===== src/verilog/sqt_pkg.sv =====
// Purpose: constants for the switch port qos and tag control register bank
// Assumes: classic wishbone, 32-bit data, byte addresses = 4 * index
// Notes: register indices are kept as printed; byte address is four times
package sqt_pkg;
    localparam int SQT_NPORT = 3;
    localparam logic [7:0] SQT_IDX_XCVR_ADDR = 8'h0f;
    localparam logic [7:0] SQT_IDX_PORT1_CTRL = 8'h10;
    localparam logic [7:0] SQT_IDX_PORT2_CTRL = 8'h20;
    localparam logic [7:0] SQT_IDX_PORT3_CTRL = 8'h30;
    localparam logic [7:0] SQT_IDX_MAP_LO = 8'h0c;
    localparam logic [7:0] SQT_IDX_MAP_HI = 8'h0d;
    localparam logic [7:0] SQT_IDX_PORT1_DTAG = 8'h13;
    localparam logic [7:0] SQT_IDX_PORT2_DTAG = 8'h23;
    localparam logic [7:0] SQT_IDX_PORT3_DTAG = 8'h33;
    localparam logic [7:0] SQT_IDX_PORT1_STAT = 8'h1f;
    localparam logic [7:0] SQT_IDX_PORT2_STAT = 8'h2f;
    localparam logic [7:0] SQT_IDX_PORT3_STAT = 8'h3f;
    localparam logic [7:0] SQT_IDX_RESERVED_MASK = 8'h00;
    localparam logic [4:0] SQT_XCVR_ADDR_RST = 5'h01;
    localparam logic [4:0] SQT_XCVR_ADDR_NA0 = 5'h00;
    localparam logic [4:0] SQT_XCVR_ADDR_NA1 = 5'h1e;
    localparam logic [4:0] SQT_XCVR_ADDR_NA2 = 5'h1f;
    localparam int SQT_XCVR_ADDR_LSB = 3;
    localparam logic [2:0] SQT_XCVR_RSVD_VAL = 3'h0;
    localparam logic [7:0] SQT_CTRL_RST = 8'h00;
    localparam logic [7:0] SQT_MAP_LO_RST = 8'h50;
    localparam logic [7:0] SQT_MAP_HI_RST = 8'hfa;
    localparam logic [7:0] SQT_DTAG_RST = 8'h00;
    localparam int SQT_BIT_STORM = 7;
    localparam int SQT_BIT_DSCP = 6;
    localparam int SQT_BIT_DOT1P = 5;
    localparam int SQT_BIT_PPRIO_HI = 4;
    localparam int SQT_BIT_PPRIO_LO = 3;
    localparam int SQT_BIT_TAG_INS = 2;
    localparam int SQT_BIT_TAG_REM = 1;
    localparam int SQT_BIT_MULTIQ = 0;
    typedef enum logic [0:0] {SQT_IDLE, SQT_ACKED} sqt_bus_state_t;
endpackage : sqt_pkg


===== src/verilog/sqt_regs.sv =====
// Purpose: register bank and per-port ingress/egress decisions
// Assumes: classic wishbone slave, one wait state, ack lasts one cycle
// Notes: classification inputs are per-port packed vectors, index p*w
//
// Register access over Wishbone was left to the implementer.
`timescale 1ns/1ps
module sqt_regs
    import sqt_pkg::*;
(
    // clock and reset
    input wire logic clk,
    input wire logic sys_rst,
    // wishbone slave
    input wire logic wb_cyc_i,
    input wire logic wb_stb_i,
    input wire logic wb_we_i,
    input wire logic [9:0] wb_adr_i,
    input wire logic [3:0] wb_sel_i,
    input wire logic [31:0] wb_dat_i,
    output logic [31:0] wb_dat_o,
    output logic wb_ack_o,
    // transceiver management addresses
    output logic [4:0] xcvr1_mgmt_addr,
    output logic [4:0] xcvr2_mgmt_addr,
    output logic xcvr_addr_valid,
    // ingress classification, per port
    input wire logic [2:0] rx_is_ip,
    input wire logic [2:0] rx_dscp_hit,
    input wire logic [5:0] rx_dscp_prio,
    input wire logic [2:0] rx_tagged,
    input wire logic [8:0] rx_user_prio,
    output logic [5:0] rx_queue_prio,
    output logic [2:0] rx_storm_protect,
    output logic [35:0] port_default_vlan_id,
    output logic [8:0] port_default_prio,
    // egress, per port
    input wire logic [2:0] tx_arrived_tagged,
    output logic [2:0] tx_insert_tag,
    output logic [2:0] tx_remove_tag,
    output logic [2:0] tx_multi_queue,
    output logic [5:0] tx_queue_sel
);

    typedef struct packed {
        sqt_bus_state_t bus;
        logic [31:0] rdata;
        logic [4:0] xcvr_addr;
        logic [7:0] map_lo;
        logic [7:0] map_hi;
        logic [2:0][7:0] ctrl;
        logic [2:0][7:0] dtag;
    } sqt_state_t;

    sqt_state_t state_reg;
    sqt_state_t state_next;
    logic [7:0] widx;
    logic [7:0] wbyte;
    logic [7:0] rbyte;
    logic [15:0] prio_map;
    logic [2:0][7:0] stat;
    logic [2:0][1:0] qprio;

    assign widx = wb_adr_i[9:2];
    assign wbyte = wb_dat_i[7:0];
    assign prio_map = {state_reg.map_hi, state_reg.map_lo};

    // per-port decisions; combinational so a write acts at once
    genvar p;
    generate
        for (p = 0; p < SQT_NPORT; p++) begin : g_port
            logic [7:0] c;
            logic [1:0] dot1p_q;
            logic [1:0] dscp_q;
            logic use_dot1p;
            logic use_dscp;
            assign c = state_reg.ctrl[p];
            assign dot1p_q = prio_map[rx_user_prio[p*3 +: 3]*2 +: 2];
            assign dscp_q = rx_dscp_prio[p*2 +: 2];
            assign use_dot1p = c[SQT_BIT_DOT1P] && rx_tagged[p];
            assign use_dscp = c[SQT_BIT_DSCP] && rx_is_ip[p]
                && rx_dscp_hit[p];
            // one continuous driver per element keeps the loop single-driven
            assign qprio[p] = (use_dot1p || use_dscp)
                ? ((use_dot1p ? dot1p_q : 2'b00)
                | (use_dscp ? dscp_q : 2'b00))
                : c[SQT_BIT_PPRIO_HI:SQT_BIT_PPRIO_LO];
            assign rx_queue_prio[p*2 +: 2] = qprio[p];
            assign rx_storm_protect[p] = c[SQT_BIT_STORM];
            assign tx_insert_tag[p] = c[SQT_BIT_TAG_INS]
                && !tx_arrived_tagged[p];
            assign tx_remove_tag[p] = c[SQT_BIT_TAG_REM]
                && tx_arrived_tagged[p];
            assign tx_multi_queue[p] = c[SQT_BIT_MULTIQ];
            // single queue flattens every class to queue 0
            assign tx_queue_sel[p*2 +: 2] =
                c[SQT_BIT_MULTIQ] ? qprio[p] : 2'b00;
            // default tag byte is the tag's high byte: pcp, cfi, vid[11:8]
            assign port_default_prio[p*3 +: 3] = state_reg.dtag[p][7:5];
            assign port_default_vlan_id[p*12 +: 12] =
                {state_reg.dtag[p][3:0], 8'h00};
            assign stat[p] = {5'h00, qprio[p], rx_storm_protect[p]};
        end
    endgenerate

    assign xcvr1_mgmt_addr = state_reg.xcvr_addr;
    assign xcvr2_mgmt_addr = state_reg.xcvr_addr + 5'h01;
    assign xcvr_addr_valid = state_reg.xcvr_addr != SQT_XCVR_ADDR_NA0
        && state_reg.xcvr_addr != SQT_XCVR_ADDR_NA1
        && state_reg.xcvr_addr != SQT_XCVR_ADDR_NA2;
    assign wb_ack_o = state_reg.bus == SQT_ACKED;
    assign wb_dat_o = state_reg.rdata;

    // read mux; unmapped indices read zero
    always_comb begin
        rbyte = 8'h00;
        if (widx == SQT_IDX_XCVR_ADDR) begin
            rbyte = {state_reg.xcvr_addr, SQT_XCVR_RSVD_VAL};
        end else if (widx == SQT_IDX_MAP_LO) begin
            rbyte = state_reg.map_lo;
        end else if (widx == SQT_IDX_MAP_HI) begin
            rbyte = state_reg.map_hi;
        end else if (widx == SQT_IDX_PORT1_CTRL) begin
            rbyte = state_reg.ctrl[0];
        end else if (widx == SQT_IDX_PORT2_CTRL) begin
            rbyte = state_reg.ctrl[1];
        end else if (widx == SQT_IDX_PORT3_CTRL) begin
            rbyte = state_reg.ctrl[2];
        end else if (widx == SQT_IDX_PORT1_DTAG) begin
            rbyte = state_reg.dtag[0];
        end else if (widx == SQT_IDX_PORT2_DTAG) begin
            rbyte = state_reg.dtag[1];
        end else if (widx == SQT_IDX_PORT3_DTAG) begin
            rbyte = state_reg.dtag[2];
        end else if (widx == SQT_IDX_PORT1_STAT) begin
            rbyte = stat[0];
        end else if (widx == SQT_IDX_PORT2_STAT) begin
            rbyte = stat[1];
        end else if (widx == SQT_IDX_PORT3_STAT) begin
            rbyte = stat[2];
        end
    end

    // one wait state: ack in the cycle after the request is seen
    always_comb begin
        state_next = state_reg;
        case (state_reg.bus)
            SQT_IDLE: begin
                if (wb_cyc_i && wb_stb_i) begin
                    state_next.bus = SQT_ACKED;
                    state_next.rdata = {24'h00_0000, rbyte};
                    if (wb_we_i && wb_sel_i[0]) begin
                        if (widx == SQT_IDX_XCVR_ADDR) begin
                            // reserved low bits are not stored
                            state_next.xcvr_addr =
                                wbyte[7:SQT_XCVR_ADDR_LSB];
                        end else if (widx == SQT_IDX_MAP_LO) begin
                            state_next.map_lo = wbyte;
                        end else if (widx == SQT_IDX_MAP_HI) begin
                            state_next.map_hi = wbyte;
                        end else if (widx == SQT_IDX_PORT1_CTRL) begin
                            state_next.ctrl[0] = wbyte;
                        end else if (widx == SQT_IDX_PORT2_CTRL) begin
                            state_next.ctrl[1] = wbyte;
                        end else if (widx == SQT_IDX_PORT3_CTRL) begin
                            state_next.ctrl[2] = wbyte;
                        end else if (widx == SQT_IDX_PORT1_DTAG) begin
                            state_next.dtag[0] = wbyte;
                        end else if (widx == SQT_IDX_PORT2_DTAG) begin
                            state_next.dtag[1] = wbyte;
                        end else if (widx == SQT_IDX_PORT3_DTAG) begin
                            state_next.dtag[2] = wbyte;
                        end
                    end
                end
            end
            SQT_ACKED: begin
                state_next.bus = SQT_IDLE;
            end
            default: begin
                state_next.bus = SQT_IDLE;
            end
        endcase
    end

    always_ff @(posedge clk or posedge sys_rst) begin
        if (sys_rst) begin
            state_reg.bus <= SQT_IDLE;
            state_reg.rdata <= 32'h0000_0000;
            state_reg.xcvr_addr <= SQT_XCVR_ADDR_RST;
            state_reg.map_lo <= SQT_MAP_LO_RST;
            state_reg.map_hi <= SQT_MAP_HI_RST;
            state_reg.ctrl <= {SQT_CTRL_RST, SQT_CTRL_RST, SQT_CTRL_RST};
            state_reg.dtag <= {SQT_DTAG_RST, SQT_DTAG_RST, SQT_DTAG_RST};
        end else begin
            state_reg <= state_next;
        end
    end

endmodule : sqt_regs


===== config.mk =====
export PLATFORM = sky130hd
export DESIGN_NAME = sqt_regs
export DESIGN_NICKNAME = d
export VERILOG_FILES = /design/src/verilog/sqt_pkg.sv /design/src/verilog/sqt_regs.sv
export SDC_FILE = /design/constraint.sdc
export NUM_CORES = 1
export LEC_CHECK = 0
export ABC_CLOCK_PERIOD_IN_PS = 2400
export CAP_MARGIN = 20
export CORE_AREA = 2 2 151 94
export DETAILED_ROUTE_END_ITERATION = 7
export DIE_AREA = 0 0 153 96
export DONT_BUFFER_PORTS = 1
export MAX_ROUTING_LAYER = met4
export SLEW_MARGIN = 20
export SYNTH_ARGS = -nofsm -noshare
export SYNTH_HDL_FRONTEND = slang
export SYNTH_SLANG_ARGS = --single-unit

===== constraint.sdc =====
create_clock -name clk -period 2.4 [get_ports clk]
set_input_delay 0.24 -clock clk [delete_from_list [all_inputs] [get_ports clk]]
set_output_delay 0.24 -clock clk [all_outputs]
set_load 0.005 [all_outputs]

==> out/qor.csv, run 1 <==
metric;value;unit
status;completed;
Synth Register Bits;78;
Worst Path Arrival;2.09;ns
Leak Pwr;2.44;nW
crit share post-route;0.972;
Fmax;429;MHz
VDD IR max;320;uV
final core utilization;0.402;
DRT Pass-1 Iters;5;
Synth Area in XOR/XNOR;0.00336;
max-cap violation count;0;
placed cells;636;
Clock Path Buffers;2;
post-synthesis compound-gate area fraction;0.103;
Net Sw Power;651;uW
final wirelength;15.2;mm
share of cells above drive strength 1;0.276;
mux contribution to synthesized area;0.237;
Initial Util;0.391;
Final min period;2.33;ns
CTS tree;done;
most common cell after layout, fill and taps aside;dfrtp_1;
WS Path Type;reg -> out;
CP delay by family, top;multiplexers;
initial antenna violation count;0;
Simple-Gate Fraction of Synth Area;0.118;
all-layer global routing usage;0.216;
FFs w/ async S/R, synth;1.00;
ys flop type;dfrtp_1;
Vias per Instance;5.77;
synthesized area;5210;um2
Tightest Pin Transition;0.722;ns
number of remaining DRC errors;0;
relative slew slack;0.512;
clock share of power;0.502;
final setup violating endpoints;0;
synth-to-layout area growth;2.86;%
Final HPWL DP;11.7;mm
Post-synth EDFFs;0;
Sw Ratio;0.212;
Netlist cell types;59;
dpl ws;0.169;ns
commonest cells after routing, fill and taps aside;69 x dfrtp_1, 65 x mux2_2, 48 x conb_1;
Final Hold Viols;0;
worst skew pair latency;0.34;ns
adder-cell area share of the yosys netlist;0.00961;
max FFs per register;24;
post-route insts no fill;653;
leading area contributor after synthesis;dfrtp_1;
drt wl/cell;23.3;um
clock-pin slew on the worst setup and hold paths;0.06;ns
area of the multi-input gates;2650;um2
Crit path required time;2.16;ns
Worst path slowest cell;mux4_2;
syn_area_per_cell;10.4;um2
DRT antenna net count;0;
crit end category;output pin;
Max FO, Critical Path;5;
internal power;2.42;mW
Largest stage delay, worst path;0.50;ns
Die W;153;um
Comb power frac;0.057;
RePlAce Congestion;0.932;
setup_tns;0;ns
Die Span Y;96;um
# rows;33;
vias;3767;
synthesized instance count;503;
top cell type's share of synthesized area;0.331;
Root Driver;clkbuf_16;
CP Cell Sequence;mux4_2 > mux2i_2 > o221ai_1 > and2_1;
Clock Skew;0.00597;ns
# IOs;191;
power density cells;573;nW/um2
Hold Crit Class;in -> reg;
die area;14700;um2
Register Area;1960;um2
Slew Viols, Final;0;
total gr overflow;0;
H-Tree Depth;3;
Iteration-0 DRC Markers;373;
Synth area leaders;dfrtp_1 33%, mux2_2 14%, buf_4 13%;
RSZ-0062 raised after global routing;false;
startpoint types;flip-flop;
YS warnings;0;
power after layout;3.07;mW
Clock Sinks;78;
final setup margin;0.0667;ns
first-pass GRT wire length;22.6;mm
Flop pwr share;0.441;
core box area;13300;um2
largest family of logic cells by synthesized area;multiplexers;
nets;555;
Inserted Diodes;0;
PortBufs;0;
Num CTS Buffers;9;
largest net degree at the start of global routing;34;
number of global-route vias before repair;3551;
Crit path buffers/inverters;0;
register area share after synthesis;0.377;
fillcell total;1274;
## logic make-up (layout without fill, tap and decap cells)
family | after synthesis | after routing
other | 1 | 48
buffers and inverters | 117 | 45
AOI/OAI and AO/OA | 80 | 80
adders and majority gates | 4 | 4
muxes | 100 | 100
xor gates and xnor gates | 2 | 2
and+or+nand+nor | 121 | 121
DFF | 78 | 78
## cells in the mapped netlist (8+ instances only)
library cell  count
a21oi_1          16
a31oi_1          12
and2_1            9
buf_4            88
clkbuf_1         11
dfrtp_1          69
dfstp_2           9
inv_1            10
mux2_2           65
mux2_4            8
mux2i_1          17
mux4_2            9
nand2_1          29
nand3_1          15
nor2_1           27
nor3_1            8
o21ai_0          12
## per-layer routing
metal | routed length (um) | global-route usage | part of all wire
met1 | 6770 | 0.293 | 0.44
met2 | 6420 | 0.298 | 0.42
met3 | 1870 | 0.0923 | 0.12
met4 | 164 | 0.0455 | 0.011
met5 | 0 | - | 0
## path summary, 6_finish.rpt
path | slack, ns | from | cells past startpoint | to
worst max-delay path | 0.07 | prio_map[10] | 4 | tx_queue_sel[4]
min in group asynchronous | 0.44 | sys_rst | 2 | xcvr1_mgmt_addr[2]
worst min register to register | 0.51 | state_reg[12] | 1 | state_reg[12]
worst max register to register | 0.14 | wb_ack_o | 6 | port_default_vlan_id[8]
worst min-delay path | 0.03 | wb_dat_i[3] | 2 | xcvr1_mgmt_addr[0]
max in group asynchronous | 1.10 | sys_rst | 4 | g_port[2].c[2]
## metrics by stage
step,hold WS (ns),instance area [um2]
final,0.0254,5360
after global routing,0.0283,5360
after CTS,0.0187,5340
after detailed placement,0.232,5000
after global placement,0.218,5000
after floorplan,0.349,5390
## power by group through the flow
stage	Sequential (mW)	Combinational (mW)	Clock, mW
floorplan	1.37	0.224	0
global placement	1.38	0.166	0
detailed placement	1.38	0.170	0
CTS	1.35	0.172	1.57
global route	1.36	0.196	1.64
finish	1.35	0.174	1.54
## cell type report
class                           count  area share
Tap cell                          175      0.0409
Timing Repair Buffer               18      0.0280
Sequential cell                    78       0.366
Multi-Input combinational cell    355       0.495
Clock buffer                       12      0.0441
Inverter                           11     0.00771
Clock inverter                      4      0.0182
## timing repair
item                                    in CTS  in global routing
gates resized for setup                      0                  5
endpoints found under the hold margin       17                  0
endpoints found under the setup margin       0                  4
buffers inserted                             0                  0
hold buffers                                 1                  0
Note: power is estimated with default switching activity, not from simulation.
==> run 2, diff against run 1 <==
SETUP_SLACK_MARGIN = 0.15   (was not set)
==> run 2 against run 1 <==
Compared with the run above:
- register-to-register slack improved by 0.10 ns
- clock-buffer cell count decreased by 1
- total power decreased by 1.9%
- largest power group unchanged
- setup slack improved by 0.18 ns
- critical path depth increased by 1
- highest routed layer unchanged
- first-iteration DRC count decreased by 15%
- combinational power about the same
- non-clock buffer count increased by 1
==> out/qor.csv, run 2 (synthesis gave the netlist of run 1 again) <==
metric;value;unit;change
status;completed;;
drt wl/cell;22.8;um;-2.0%
number of remaining DRC errors;0;;unchanged
share of cells above drive strength 1;0.289;;+0.0126
Initial Util;0.391;;unchanged
RePlAce Congestion;0.942;;+1.1%
worst skew pair latency;0.34;ns;about the same
VDD IR max;368;uV;+15%
Die Span Y;96;um;unchanged
first-pass GRT wire length;22.3;mm;-1.3%
final core utilization;0.406;;+0.00385
die area;14700;um2;unchanged
H-Tree Depth;3;;unchanged
setup_tns;0;ns;unchanged
Tightest Pin Transition;0.691;ns;-0.0314 ns
Hold Crit Class;in -> reg;;
power after layout;3.01;mW;-1.9%
core box area;13300;um2;unchanged
# IOs;191;;unchanged
final wirelength;15.0;mm;-1.7%
RSZ-0062 raised after global routing;true;;
# rows;33;;unchanged
Final HPWL DP;11.6;mm;-1.4%
nets;556;;+0.18%
Finished Cell Area;5410;um2;+0.96%
CP Cell Sequence;or2_2 > inv_2 > nand3_1 > or3_1 > mux2_4;;
most common cell after layout, fill and taps aside;dfrtp_1;;
Fmax;464;MHz;+8.2%
fillcell total;1304;;+2.4%
DP Area;4990;um2;-0.15%
Leak Pwr;2.45;nW;+0.59%
all-layer global routing usage;0.211;;-0.00418
max-cap violation count;0;;unchanged
crit end category;flip-flop;;
post-route insts no fill;655;;+0.31%
Clock Sinks;78;;unchanged
Vias per Instance;5.69;;-1.4%
CP delay by family, top;simple AND/OR/NAND/NOR gates;;
DRT Pass-1 Iters;5;;unchanged
Iteration-0 DRC Markers;318;;-15%
Num CTS Buffers;9;;unchanged
GRT met2 Usage;0.291;;-0.00635
max FFs per register;24;;unchanged
largest net degree at the start of global routing;34;;unchanged
commonest cells after routing, fill and taps aside;69 x dfrtp_1, 65 x mux2_2, 48 x conb_1;;
relative slew slack;0.533;;+0.0212
startpoint types;flip-flop;;
busiest metal layer after global routing;met2;;
Worst Path Arrival;2.38;ns;+0.29 ns
Crit path required time;2.62;ns;+0.46 ns
Slew Viols, Final;0;;unchanged
Clock Skew;0.00344;ns;-0.00253 ns
Final min period;2.16;ns;-0.177 ns
final setup violating endpoints;0;;unchanged
WS Path Type;reg -> reg;;
Crit path buffers/inverters;1;;+1
total gr overflow;0;;unchanged
Final Hold Viols;0;;unchanged
Worst path slowest cell;or3_1;;
power density cells;557;nW/um2;-2.8%
number of global-route vias before repair;3496;;-1.5%
Max FO, Critical Path;8;;+3
crit share post-route;0.899;;-0.0736
synth-to-layout area growth;3.84;%;
PortBufs;0;;unchanged
Root Driver;clkbuf_16;;
Global Route met3 Usage;0.0932;;+0.000900
initial antenna violation count;1;;+1
met1 Usage GRT;0.288;;-0.00489
Die W;153;um;unchanged
DRT antenna net count;0;;unchanged
clock-pin slew on the worst setup and hold paths;0.06;ns;about the same
vias;3727;;-1.1%
placed cells;635;;-0.16%
Clock Path Buffers;2;;unchanged
Register Area;1960;um2;unchanged
CTS tree;done;;
Largest stage delay, worst path;0.67;ns;+0.17 ns
area of the multi-input gates;2700;um2;+1.9%
==> run 2: changes by cell type in the layout (fill, tap and decap cells not counted), sizes merged <==
cell | before | now
clkinv | 0 | 2
diode | 0 | 2
buf | 17 | 18
bufinv | 3 | 2
clkbuf | 12 | 11
clkinvlp | 1 | 0
==> run 2: report_power, final <==
part | leakage, nW | internal, mW | switching, mW | total (mW)
combinational | 1.25 | 0.0700 | 0.104 | 0.174
clock | 0.161 | 0.958 | 0.528 | 1.49
sequential | 1.04 | 1.33 | 0.0196 | 1.35
==> run 2: worst reg2reg max path, delay by kind of cell, from the launching register on <==
family        cells  cell delay (ns)
simple gates      3             1.22
mux               1             0.39
flops             1             0.38
buf+inv           1             0.06
==> run 2: final timing paths <==
path	slack, ns	depth (start not counted)	endpoint	start
min in group asynchronous	0.47	2	xcvr1_mgmt_addr[2]	sys_rst
worst max-delay path	0.24	5	prio_map[8]	wb_ack_o
worst min-delay path	0.03	2	xcvr1_mgmt_addr[1]	wb_dat_i[4]
worst max register to register	0.24	5	prio_map[8]	wb_ack_o
worst min register to register	0.51	1	state_reg[4]	state_reg[4]
max in group asynchronous	1.22	3	g_port[1].c[4]	sys_rst
==> run 2: cell type report <==
type,instances,area share
Clock inverter,4,0.0130
Timing Repair Buffer,19,0.0291
Antenna cell,2,0.000925
Clock buffer,11,0.0467
Inverter,11,0.00763
Tap cell,175,0.0405
Multi-Input combinational cell,355,0.499
Sequential cell,78,0.363
==> run 2: what timing repair did <==
action,CTS,global route
endpoints found under the setup margin,5,14
setup buffers,2,0
pin swaps,1,0
endpoints found under the hold margin,20,0
gates resized for setup,6,7
gates cloned,0,0
hold buffers,1,0
==> run 2: metrics by stage <==
step / setup slack [ns] / hold WS, ns
detailed placement: 0.167 / 0.272
floorplan: 0.147 / 0.349
finish: 0.243 / 0.0273
global placement: 0.182 / 0.259
CTS: 0.0900 / 0.0212
global route: 0.118 / 0.0338
==> run 2: layer usage <==
layer  part of all wire  vias to the layer above
met3               0.13                       12
met4             0.0065                        0
li1                   -                     1643
met1               0.45                     1888
met2               0.42                      184
met5                  0                        -
